--- config.mk ---
export PLATFORM = sky130hd
export DESIGN_NAME = tpg_top
export DESIGN_NICKNAME = d
export VERILOG_FILES = /design/src/verilog/tpg_pkg.sv /design/src/verilog/tpg_reg.sv /design/src/verilog/tpg_pin.sv /design/src/verilog/tpg_top.sv
export VERILOG_INCLUDE_DIRS = /design/src /design/src/verilog
export SDC_FILE = /design/constraint.sdc
export NUM_CORES = 1
export LEC_CHECK = 0
export ABC_CLOCK_PERIOD_IN_PS = 1300
export BUFFER_PORTS_ARGS = -buffer_cell sky130_fd_sc_hd__buf_2
export CELL_PAD_IN_SITES_DETAIL_PLACEMENT = 2
export CELL_PAD_IN_SITES_GLOBAL_PLACEMENT = 2
export CORE_MARGIN = 3
export CORE_UTILIZATION = 22
export CTS_CLUSTER_SIZE = 40
export DETAILED_ROUTE_END_ITERATION = 16
export PLACE_DENSITY_LB_ADDON = 0.3
export SYNTH_ARGS = -nofsm -noshare
export SYNTH_HDL_FRONTEND = slang
export SYNTH_SLANG_ARGS = --single-unit
--- constraint.sdc ---
create_clock -name pclk -period 1.3 [get_ports pclk]
set_input_delay 0 -clock pclk [delete_from_list [all_inputs] [get_ports pclk]]
set_output_delay 0 -clock pclk [all_outputs]
set_load 0.01 [all_outputs]
--- src/verilog/tpg_map.svh ---
// Offsets, field masks and reset values of the two port GPIO block
// Overview of operation
// - Direction one makes second port pin output
// - Output pin drives the latch value
// - Latch write updates latch and driven pin
// - Latch read returns latch for output pins
// - Direction zero makes pin input, driver off
// - Input pin: latch stores write, not driven
// - Input pin read: pin, RMW read: latch
// - Pin read regardless of peripheral input use
// - Reset clears second port direction bits
// - Reset clears first port direction bits
// - Standby with select high: Hi-Z, input low
// - Standby with select low: state held
// - Pull-up select one connects pull-up
// - Low output disconnects pull-up always
// - Second port implements bits two and one
// - First port input: pin read, RMW latch
`ifndef TPG_MAP_SVH
`define TPG_MAP_SVH

// ****************************************
// Register byte offsets
// ****************************************
`define TPG_OFS_F_LATCH 8'h00
`define TPG_OFS_F_DIR 8'h04
`define TPG_OFS_G_LATCH 8'h08
`define TPG_OFS_G_DIR 8'h0C
`define TPG_OFS_G_PULL 8'h10
`define TPG_OFS_F_LATCH_RMW 8'h20
`define TPG_OFS_G_LATCH_RMW 8'h28

// ****************************************
// Implemented bits and reset values
// ****************************************
`define TPG_F_MASK 8'h03
`define TPG_G_MASK 8'h06
`define TPG_RST_LATCH 8'h00
`define TPG_RST_DIR 8'h00
`define TPG_RST_PULL 8'h00

`endif

--- src/verilog/tpg_pkg.sv ---
// Types shared by the two port GPIO block
package tpg_pkg;
    typedef logic [7:0] tpg_byte_t;
    typedef enum logic [0:0]
    {
        TPG_BUS_IDLE = 1'b0,
        TPG_BUS_ACK = 1'b1
    } tpg_bus_e;
endpackage

--- src/verilog/tpg_reg.sv ---
// Masked 8-bit control register with write enable
`timescale 1ns/100ps
module tpg_reg
    import tpg_pkg::*;
#(
    parameter tpg_byte_t MASK = 8'hFF,
    parameter tpg_byte_t RESET = 8'h00
)
(
    // Clock and reset
    input wire logic pclk,
    input wire logic presetn,
    // Write side
    input wire logic we,
    input wire tpg_byte_t wdata,
    // Stored value
    output tpg_byte_t q
);
    generate
        if (MASK == 8'h00)
        begin : g_chk
            $error("tpg_reg needs at least one implemented bit");
        end
    endgenerate

    always_ff @(posedge pclk or negedge presetn)
    begin
        if (!presetn)
            q <= RESET & MASK;
        else if (we)
            q <= wdata & MASK;
    end
endmodule

--- src/verilog/tpg_pin.sv ---
// One port pin: drive, output enable, pull-up and input sampling
`timescale 1ns/100ps
module tpg_pin
(
    // Clock and reset
    input wire logic pclk,
    input wire logic presetn,
    // Control from registers
    input wire logic dir,
    input wire logic latch,
    input wire logic pull_sel,
    // Standby state
    input wire logic standby,
    input wire logic hiz,
    // Pad side
    input wire logic pad_in,
    output logic pad_out_q,
    output logic pad_oe_q,
    output logic pull_en_q,
    output logic in_q
);
    logic oe_d;
    logic out_d;

    always_comb
    begin
        oe_d = pad_oe_q;
        out_d = pad_out_q;
        if (standby && hiz)
            oe_d = 1'b0;
        else if (!standby)
        begin
            oe_d = dir;
            out_d = latch;
        end
    end

    // Drive and enable, frozen in standby with select low
    always_ff @(posedge pclk or negedge presetn)
    begin
        if (!presetn)
        begin
            pad_oe_q <= 1'b0;
            pad_out_q <= 1'b0;
        end
        else
        begin
            pad_oe_q <= oe_d;
            pad_out_q <= out_d;
        end
    end

    // Pull-up, cut while driving low
    always_ff @(posedge pclk or negedge presetn)
    begin
        if (!presetn)
            pull_en_q <= 1'b0;
        else
            pull_en_q <= pull_sel && !(oe_d && !out_d);
    end

    // Input sample, gated low in Hi-Z standby
    always_ff @(posedge pclk or negedge presetn)
    begin
        if (!presetn)
            in_q <= 1'b0;
        else
            in_q <= (standby && hiz) ? 1'b0 : pad_in;
    end
endmodule

--- src/verilog/tpg_top.sv ---
// Two port GPIO block with APB register slave
`timescale 1ns/100ps
`include "tpg_map.svh"
module tpg_top
    import tpg_pkg::*;
#(
    parameter int ADDR_W = 8
)
(
    // APB clock and reset
    input wire logic pclk,
    input wire logic presetn,
    // APB request
    input wire logic [ADDR_W-1:0] paddr,
    input wire logic psel,
    input wire logic penable,
    input wire logic pwrite,
    input wire logic [31:0] pwdata,
    // APB answer
    output logic [31:0] prdata,
    output logic pready,
    output logic pslverr,
    // Standby controller
    input wire logic standby_stop_watch,
    input wire logic standby_pin_hiz_select,
    // First port pins
    input wire logic [1:0] pf_in,
    output logic [1:0] pf_out,
    output logic [1:0] pf_oe,
    output logic [1:0] pf_in_gated,
    // Second port pins
    input wire logic [2:1] pg_in,
    output logic [2:1] pg_out,
    output logic [2:1] pg_oe,
    output logic [2:1] pg_pullup_en,
    output logic [2:1] pg_in_gated
);
    generate
        if (ADDR_W < 8)
        begin : g_chk
            $error("tpg_top needs ADDR_W of at least 8");
        end
    endgenerate

    // ****************************************
    // Bus handshake and decode
    // ****************************************
    tpg_bus_e bus_q;
    logic [31:0] prdata_d;
    logic hit_d;
    logic wr_go;
    logic wr_f_latch;
    logic wr_f_dir;
    logic wr_g_latch;
    logic wr_g_dir;
    logic wr_g_pull;
    logic [7:0] ofs;
    logic hi_zero;
    tpg_byte_t f_latch_q;
    tpg_byte_t f_dir_q;
    tpg_byte_t g_latch_q;
    tpg_byte_t g_dir_q;
    tpg_byte_t g_pull_q;
    tpg_byte_t f_pin_q;
    tpg_byte_t g_pin_q;
    tpg_byte_t f_read;
    tpg_byte_t g_read;

    assign ofs = paddr[7:0];
    assign hi_zero = (paddr >> 8) == '0;
    assign wr_go = psel && penable && pwrite && pready;
    assign wr_f_latch = wr_go && hi_zero && ofs == `TPG_OFS_F_LATCH;
    assign wr_f_dir = wr_go && hi_zero && ofs == `TPG_OFS_F_DIR;
    assign wr_g_latch = wr_go && hi_zero && ofs == `TPG_OFS_G_LATCH;
    assign wr_g_dir = wr_go && hi_zero && ofs == `TPG_OFS_G_DIR;
    assign wr_g_pull = wr_go && hi_zero && ofs == `TPG_OFS_G_PULL;

    // Normal read: latch for outputs, pin level for inputs
    assign g_read = (g_dir_q & g_latch_q) | (~g_dir_q & g_pin_q);
    assign f_read = (f_dir_q & f_latch_q) | (~f_dir_q & f_pin_q);

    always_comb
    begin
        prdata_d = 32'h0000_0000;
        hit_d = hi_zero;
        case (ofs)
            `TPG_OFS_F_LATCH: prdata_d[7:0] = f_read;
            `TPG_OFS_F_DIR: prdata_d[7:0] = f_dir_q;
            `TPG_OFS_G_LATCH: prdata_d[7:0] = g_read;
            `TPG_OFS_G_DIR: prdata_d[7:0] = g_dir_q;
            `TPG_OFS_G_PULL: prdata_d[7:0] = g_pull_q;
            `TPG_OFS_F_LATCH_RMW: prdata_d[7:0] = f_latch_q;
            `TPG_OFS_G_LATCH_RMW: prdata_d[7:0] = g_latch_q;
            default: hit_d = 1'b0;
        endcase
        if (!hit_d)
            prdata_d = 32'h0000_0000;
    end

    // One wait state, then a one-cycle ready
    always_ff @(posedge pclk or negedge presetn)
    begin
        if (!presetn)
            bus_q <= TPG_BUS_IDLE;
        else
        begin
            case (bus_q)
                TPG_BUS_IDLE: bus_q <= (psel && penable) ? TPG_BUS_ACK : TPG_BUS_IDLE;
                TPG_BUS_ACK: bus_q <= TPG_BUS_IDLE;
                default: bus_q <= TPG_BUS_IDLE;
            endcase
        end
    end

    always_ff @(posedge pclk or negedge presetn)
    begin
        if (!presetn)
        begin
            pready <= 1'b0;
            pslverr <= 1'b0;
            prdata <= 32'h0000_0000;
        end
        else if (bus_q == TPG_BUS_IDLE && psel && penable)
        begin
            pready <= 1'b1;
            pslverr <= !hit_d;
            prdata <= pwrite ? 32'h0000_0000 : prdata_d;
        end
        else
        begin
            pready <= 1'b0;
            pslverr <= 1'b0;
        end
    end

    // ****************************************
    // Port registers
    // ****************************************
    tpg_reg #(.MASK(`TPG_F_MASK), .RESET(`TPG_RST_LATCH)) u_f_latch
    (
        .pclk(pclk),
        .presetn(presetn),
        .we(wr_f_latch),
        .wdata(pwdata[7:0]),
        .q(f_latch_q)
    );

    tpg_reg #(.MASK(`TPG_F_MASK), .RESET(`TPG_RST_DIR)) u_f_dir
    (
        .pclk(pclk),
        .presetn(presetn),
        .we(wr_f_dir),
        .wdata(pwdata[7:0]),
        .q(f_dir_q)
    );

    tpg_reg #(.MASK(`TPG_G_MASK), .RESET(`TPG_RST_LATCH)) u_g_latch
    (
        .pclk(pclk),
        .presetn(presetn),
        .we(wr_g_latch),
        .wdata(pwdata[7:0]),
        .q(g_latch_q)
    );

    tpg_reg #(.MASK(`TPG_G_MASK), .RESET(`TPG_RST_DIR)) u_g_dir
    (
        .pclk(pclk),
        .presetn(presetn),
        .we(wr_g_dir),
        .wdata(pwdata[7:0]),
        .q(g_dir_q)
    );

    tpg_reg #(.MASK(`TPG_G_MASK), .RESET(`TPG_RST_PULL)) u_g_pull
    (
        .pclk(pclk),
        .presetn(presetn),
        .we(wr_g_pull),
        .wdata(pwdata[7:0]),
        .q(g_pull_q)
    );

    // ****************************************
    // Pin cells
    // ****************************************
    assign f_pin_q[7:2] = 6'h00;
    assign g_pin_q[7:3] = 5'h00;
    assign g_pin_q[0] = 1'b0;
    assign pf_in_gated = f_pin_q[1:0];
    assign pg_in_gated = g_pin_q[2:1];

    genvar i;
    generate
        for (i = 0; i < 2; i = i + 1)
        begin : g_f
            tpg_pin u_pin
            (
                .pclk(pclk),
                .presetn(presetn),
                .dir(f_dir_q[i]),
                .latch(f_latch_q[i]),
                .pull_sel(1'b0),
                .standby(standby_stop_watch),
                .hiz(standby_pin_hiz_select),
                .pad_in(pf_in[i]),
                .pad_out_q(pf_out[i]),
                .pad_oe_q(pf_oe[i]),
                .pull_en_q(),
                .in_q(f_pin_q[i])
            );
        end
        for (i = 1; i < 3; i = i + 1)
        begin : g_g
            tpg_pin u_pin
            (
                .pclk(pclk),
                .presetn(presetn),
                .dir(g_dir_q[i]),
                .latch(g_latch_q[i]),
                .pull_sel(g_pull_q[i]),
                .standby(standby_stop_watch),
                .hiz(standby_pin_hiz_select),
                .pad_in(pg_in[i]),
                .pad_out_q(pg_out[i]),
                .pad_oe_q(pg_oe[i]),
                .pull_en_q(pg_pullup_en[i]),
                .in_q(g_pin_q[i])
            );
        end
    endgenerate

    // ****************************************
    // Checks
    // ****************************************
    logic rd_done;
    logic sw_hiz;
    logic sw_hold;
    assign rd_done = psel && penable && !pwrite && pready && hi_zero;
    assign sw_hiz = standby_stop_watch && standby_pin_hiz_select;
    assign sw_hold = standby_stop_watch && !standby_pin_hiz_select;
endmodule

Word level (Yosys, flattened, before mapping). Index checks and enable logic that the tools add are counted.

Equality and inequality tests: 7. Mux-type cells: 24. Bitwise logic cells: 11. Reduce and logical (&&, ||, !) cells: 23.

Operator list (number): $pmux W8 S7 (1); $mux W32 (1); $mux W1 (20); $eq A8 B4 Y1 const B (2); $eq A8 B6 Y1 const B (2); $logic_and A1 B1 Y1 (15); $and A8 B2 Y8 (1); $and A8 B3 Y8 (1); $eq A8 B3 Y1 const B (1); $eq A8 B5 Y1 const B (1); $logic_not A8 Y1 (1); $mux W8 (1); $not A2 Y8 (1); $not A3 Y8 (1); $or A2 B8 Y8 (1); $or A3 B8 Y8 (1); $reduce_or A7 Y1 (1); $logic_not A1 Y1 (5); $and A3 B3 Y3 (1); $not A1 Y1 (3); $and A2 B2 Y2 (1); $ne A2 B1 Y1 const B (1); $pmux W1 S2 (1); $reduce_and A2 Y1 (1).

Flip-flop bits (word level): 59. Input port bits: 51. Output and inout bits: 48. Word-level logic and storage cells: 88.

Longest topological paths before layout.
Word-level depth: 6. Depth in mapped cells: 5.

Cells and area by module. From an unflattened synthesis, not the netlist that was laid out.

Cell total of the unflattened synthesis: 257. Area total of the unflattened synthesis: 2414.8 um^2.

Modules (own cells, without submodules): tpg_top (times used 1, cells an instance 162, area an instance 1217.4 um^2, sequential area each 275.3 um^2); tpg_reg (times used 5, cells an instance 11, area an instance 121.4 um^2, sequential area each 50.0 um^2); tpg_pin (times used 4, cells an instance 10, area an instance 147.6 um^2, sequential area each 100.1 um^2).

Least setup slack after synthesis. No wires, ideal clock.

Kind: register -> register. Start point: reg pready. End point: reg u_g_latch.q[1]. Arrival time: 1.335 ns. Path slack: -0.162 ns. Cell stages (with the launch flop): 4. Buffers on the path: 0. Clock period less this slack: 1.462 ns. Cells stage by stage: dfrtp_1 > nand4_1 > nor4_2 > mux2_1.

Word-level cells in the longest chain between the ends: 2.

Ends and longest elaborated chain: from (decl) (RTL line tpg_top.sv:21) `output logic pready,`; from (signal assigned) (RTL line tpg_top.sv:119) `pready <= 1'b0;`; from (signal assigned) (RTL line tpg_top.sv:125) `pready <= 1'b1;`; from (signal assigned) (RTL line tpg_top.sv:131) `pready <= 1'b0;`; $logic_and A1 B1 Y1 (RTL line tpg_top.sv:71) `assign wr_go = psel && penable && pwrite && pready;`; $logic_and A1 B1 Y1 (no line); to (signal assigned) (RTL line tpg_reg.sv:29) `q <= RESET & MASK;`; to (signal assigned) (RTL line tpg_reg.sv:31) `q <= wdata & MASK;`; to (decl) (RTL line tpg_reg.sv:17) `output tpg_byte_t q`.

No other way between the ends. A chain may end at the register's enable or synchronous reset.

Final worst setup path.
Start point: reg u_f_dir.q[1]. End point: reg prdata[1].

Word-level cells in the longest chain between the ends: 6. Elaborated cells on any way between the ends: 7.

Ends and longest elaborated chain: from (decl) (RTL line tpg_reg.sv:17); from (signal assigned) (RTL line tpg_reg.sv:29); from (signal assigned) (RTL line tpg_reg.sv:31); $not A2 Y8 (RTL line tpg_top.sv:80) `assign f_read = (f_dir_q & f_latch_q) | (~f_dir_q & f_pin_q);`; $and A8 B2 Y8 (RTL line tpg_top.sv:80); $or A2 B8 Y8 (RTL line tpg_top.sv:80); $pmux W8 S7 (*) (RTL line tpg_top.sv:86) `case (ofs)`; $mux W8 (*) (RTL line tpg_top.sv:96) `if (!hit_d)`; $mux W32 (*) (RTL line tpg_top.sv:127) `prdata <= pwrite ? 32'h0000_0000 : prdata_d;`; to (signal assigned) (RTL line tpg_top.sv:127); to (decl) (RTL line tpg_top.sv:20) `output logic [31:0] prdata,`.

Mark *: on every way between the ends. The rest lies on a longest branch, timed or not.

==> results.md <==
* Highest-utilization routing layer at the global route stage: met2
* Core area at 7490 µm²
* Total iterations of the first detailed-routing run at 4
* Number of endpoints failing setup at the final stage at 9
* Placed Cells incl. Taps at 310
* Wire length of the first global-routing pass at approximately 7.3 mm
* Post-Layout Inst Area at about 2300 µm²
* Origin of the worst min-delay path: pwdata[1]
* Area share of the leading cell type in the synthesized netlist at a little over two fifths
* Largest net degree at the start of global routing at 31
* Later-pin clock latency in the skew report at 0.28 ns
* Clock Path Buffers at 2
* Areal power density over the cells at just under 900 nW/µm²
* Cell types occupying the most area after synthesis: dfrtp_1 (43%), buf_4 (19%), mux2_1 (6.5%), nor4_2 (2.2%), o21ai_0 (2.0%)
* Cell Count, Final, Fillers Out at 326
* Largest family of logic cells by synthesized area: buffers and inverters
* Fraction of registers with async set or reset after synthesis at 100%
* Met3 Track Usage GR at a little over 3%
* Hold EP: u_f_dir.q[1]
* Fin nets at between 200 and 300
* Clk slew on worst S/H paths at about 0.060 ns
* Synthesis Warnings at 0
* Area added between synthesis and finish at 30.4%
* P_leak at 1.18 nW
* Chip Width at 95.0 µm
* Overall Global Routing Usage at between 10% and 20%
* Overflow left after global routing at 0
* Cell with the most instances after synthesis: buf_4
* Detailed router's first-iteration violation count at 17
* Per-cell routed wire length at between 10 and 15 µm
* Library cell occupying the most area in the post-synthesis netlist: dfrtp_1
* Detailed-route via count at 1,337
* CP required at approximately 1.5 ns
* Antenna violations before repair at 1
* Setup skew after layout at between 0.005 and 0.006 ns
* Synthesized-area fraction occupied by adder cells at 0%
* Arrival time of data at the critical path endpoint at roughly 1.6 ns
* CTS Root Buffer Type: clkbuf_8
* Reg2Reg Depth at 5
* Number of rows created at floorplan at 31
* Start of the worst register-to-register path: u_f_dir.q[1]
* Violations in the final reports: setup timing
* Number of max-capacitance violations reported at 0
* Number of buffers added by the clock tree synthesis step at 5
* Fraction of the mapped netlist area in compound gates at between 7 and 8%
* Hold Path Depth at 2
* Final number of max-transition violations at 0
* Simple-Gate Fraction of Synth Area at about 17%
* Average via count per standard cell at approximately 4
* Mux cell area share after synthesis at 9.48%
* Final setup slack of the worst path at -0.0940 ns
* TritonCTS clock tree: built
* Met2 Track Usage GR at 18.6%
* Initial Util at between 20% and 30%
* Mean instance size in the synthesized netlist at approximately 10 µm²
* Via count of the first global-routing pass at between 1,000 and 1,500
* Sequential element share of the synthesized area at 43.1%
* Ant diodes at 0
* Period utilization at 107%
* Hold Fails Final Rpt at 0
* Highest net fanout along the worst path at 4
* Clk sinks at 30
* Maximum vdd drop at just under 300 µV
* Final weighted congestion of routability-driven global placement at ~0.75
* Fraction of final layout cells sized beyond drive strength 1 at a little over two fifths
* Gate Count Post-Synth at about 170
* XOR/XNOR Fraction of Synth Area at 0%
* Number of enable flip-flop cells after synthesis at 0
* Synth unique cells at between 40 and 50
* Total Routed Length at between 4 and 5 mm
* Final worst path period need at around 1.4 ns
* Ports placed on the boundary at 99
* RR Endpoint: prdata[1]
* Summed instance area of the synthesized netlist at 1740 µm²
* Endpoint class of the critical path: flip-flop
* Vertical extent of the die at roughly 95 µm
* Worst hold margin at between 0.04 and 0.05 ns
* Aggregate negative setup slack at -0.420 ns
* Most used standard cells in the synthesized netlist: buf_4 (43), dfrtp_1 (30), mux2_1 (10)
* Number of flip-flops and latches in the synthesized netlist at 30
* Top achievable clock speed at 0.717 GHz
* Grt met1 use at 12.8%
* Slack of the worst reg-to-reg path at -0.09 ns
* Dpl cell area at ~2000 µm²
* Input/output buffers at 40
* Hold Crit Class: primary input to flip-flop
* Number of nets still failing antenna checks after routing at 0
* Element type at the critical path start: flip-flop
* Number of design rule violations left after detail routing at 0
* Status: finished, violations left
* Commonest register cell after synthesis: dfrtp_1
* Critical path class: flip-flop to flip-flop
* Die Footprint at between 9000 and 10,000 µm²
* CTS H-tree depth at 2
* Unrepaired setup endpoints after global routing: true
* HPWL after detailed placement at roughly 3.8 mm
==> registers in the layout, summed over array words and instances, names as in the netlist, 2 cells and up <==
register and cells:
g_f.u_pin.in_q 2, g_f.u_pin.pad_oe_q 2, g_f.u_pin.pad_out_q 2, g_g.u_pin.in_q 2
g_g.u_pin.pad_oe_q 2, g_g.u_pin.pad_out_q 2, g_g.u_pin.pull_en_q 2, prdata 3
u_f_dir.q 2, u_f_latch.q 2, u_g_dir.q 2, u_g_latch.q 2
u_g_pull.q 2
==> power by group <==
| part | switching [mW] | total (mW) | internal, mW |
|---|---|---|---|
| Sequential | 0.00835 | 0.957 | 0.949 |
| Combinational | 0.162 | 0.271 | 0.109 |
| Clock | 0.359 | 0.786 | 0.427 |
| Total | 0.529 | 2.01 | 1.48 |
==> through the flow <==
step           setup WS [ns]  utilization [%]  power, mW
6_report             -0.0940             30.4       2.01
5_1_grt               -0.136             30.4       2.11
4_1_cts               -0.101             30.2       2.06
3_5_place_dp          -0.252             27.0       1.22
3_3_place_gp          -0.223             27.0       1.22
2_1_floorplan         -0.131                -       1.15
==> kinds of logic after synthesis <==
logic type             after synthesis
AOI/OAI and AO/OA                   20
and+or+nand+nor                     42
muxes                               15
other                                1
DFF                                 30
buffers and inverters               58
==> how the worst max path moves through the flow <==
| stage | startpoint | endpoint | slack (ns) |
|---|---|---|---|
| after floorplan | paddr[4] | u_g_latch.q[1] | -0.13 |
| after global placement | paddr[3] | u_g_pull.q[2] | -0.22 |
| after detailed placement | paddr[3] | u_g_pull.q[1] | -0.25 |
| after CTS | u_f_dir.q[1] | prdata[1] | -0.10 |
| after global routing | u_f_dir.q[1] | prdata[1] | -0.14 |
| final | u_f_dir.q[1] | prdata[1] | -0.09 |
==> layout make-up <==
cell class / count / area [µm²]
fillers: 851 / 5210
inverters: 10 / 37.5
multi-input cells: 106 / 793
clock buffers: 7 / 86.3
flip-flops and latches: 30 / 751
repair buffers: 73 / 477
clock inverters: 1 / 5.00
well taps: 99 / 124
==> per-layer routing <==
layer	vias up	share of wire, %
li1	623	-
met1	660	42
met2	45	50
met3	7	6.1
met4	2	1.5
met5	-	0.28
==> placed cells by master, fill, tap and decap left out, types with 2 or more instances in the layout <==
master and count:
mux2_1 2, or4b_4 2, dlygate4sd3_1 7, nor4_1 3
a21boi_0 2, nor2b_1 2, dfrtp_1 30, buf_4 23
o21ai_0 6, mux2i_1 3, and2_1 5, nand3b_1 2
conb_1 29, inv_1 9, buf_6 3, clkbuf_8 6
a22o_1 2, nor2_1 2, mux2_4 8, buf_2 40
a21oi_1 2, nor3_1 4, mux2_2 2, nand2_1 7
nor4_4 3
==> worst max-delay path: stages, from the launching register on <==
cell,delay [ns]
dfrtp_1,0.39
buf_6,0.13
mux2i_1,0.12
and4bb_1,0.20
a211o_1,0.27
a22o_1,0.18
==> repair_timing <==
item,4_1_cts,5_1_grt
resized for setup,17,4
endpoints found under the hold margin,39,0
buffers inserted,1,0
hold buffers,7,0
pin swaps,9,4
endpoints found under the setup margin,12,12
No activity file was read; power rests on OpenSTA's default activity.
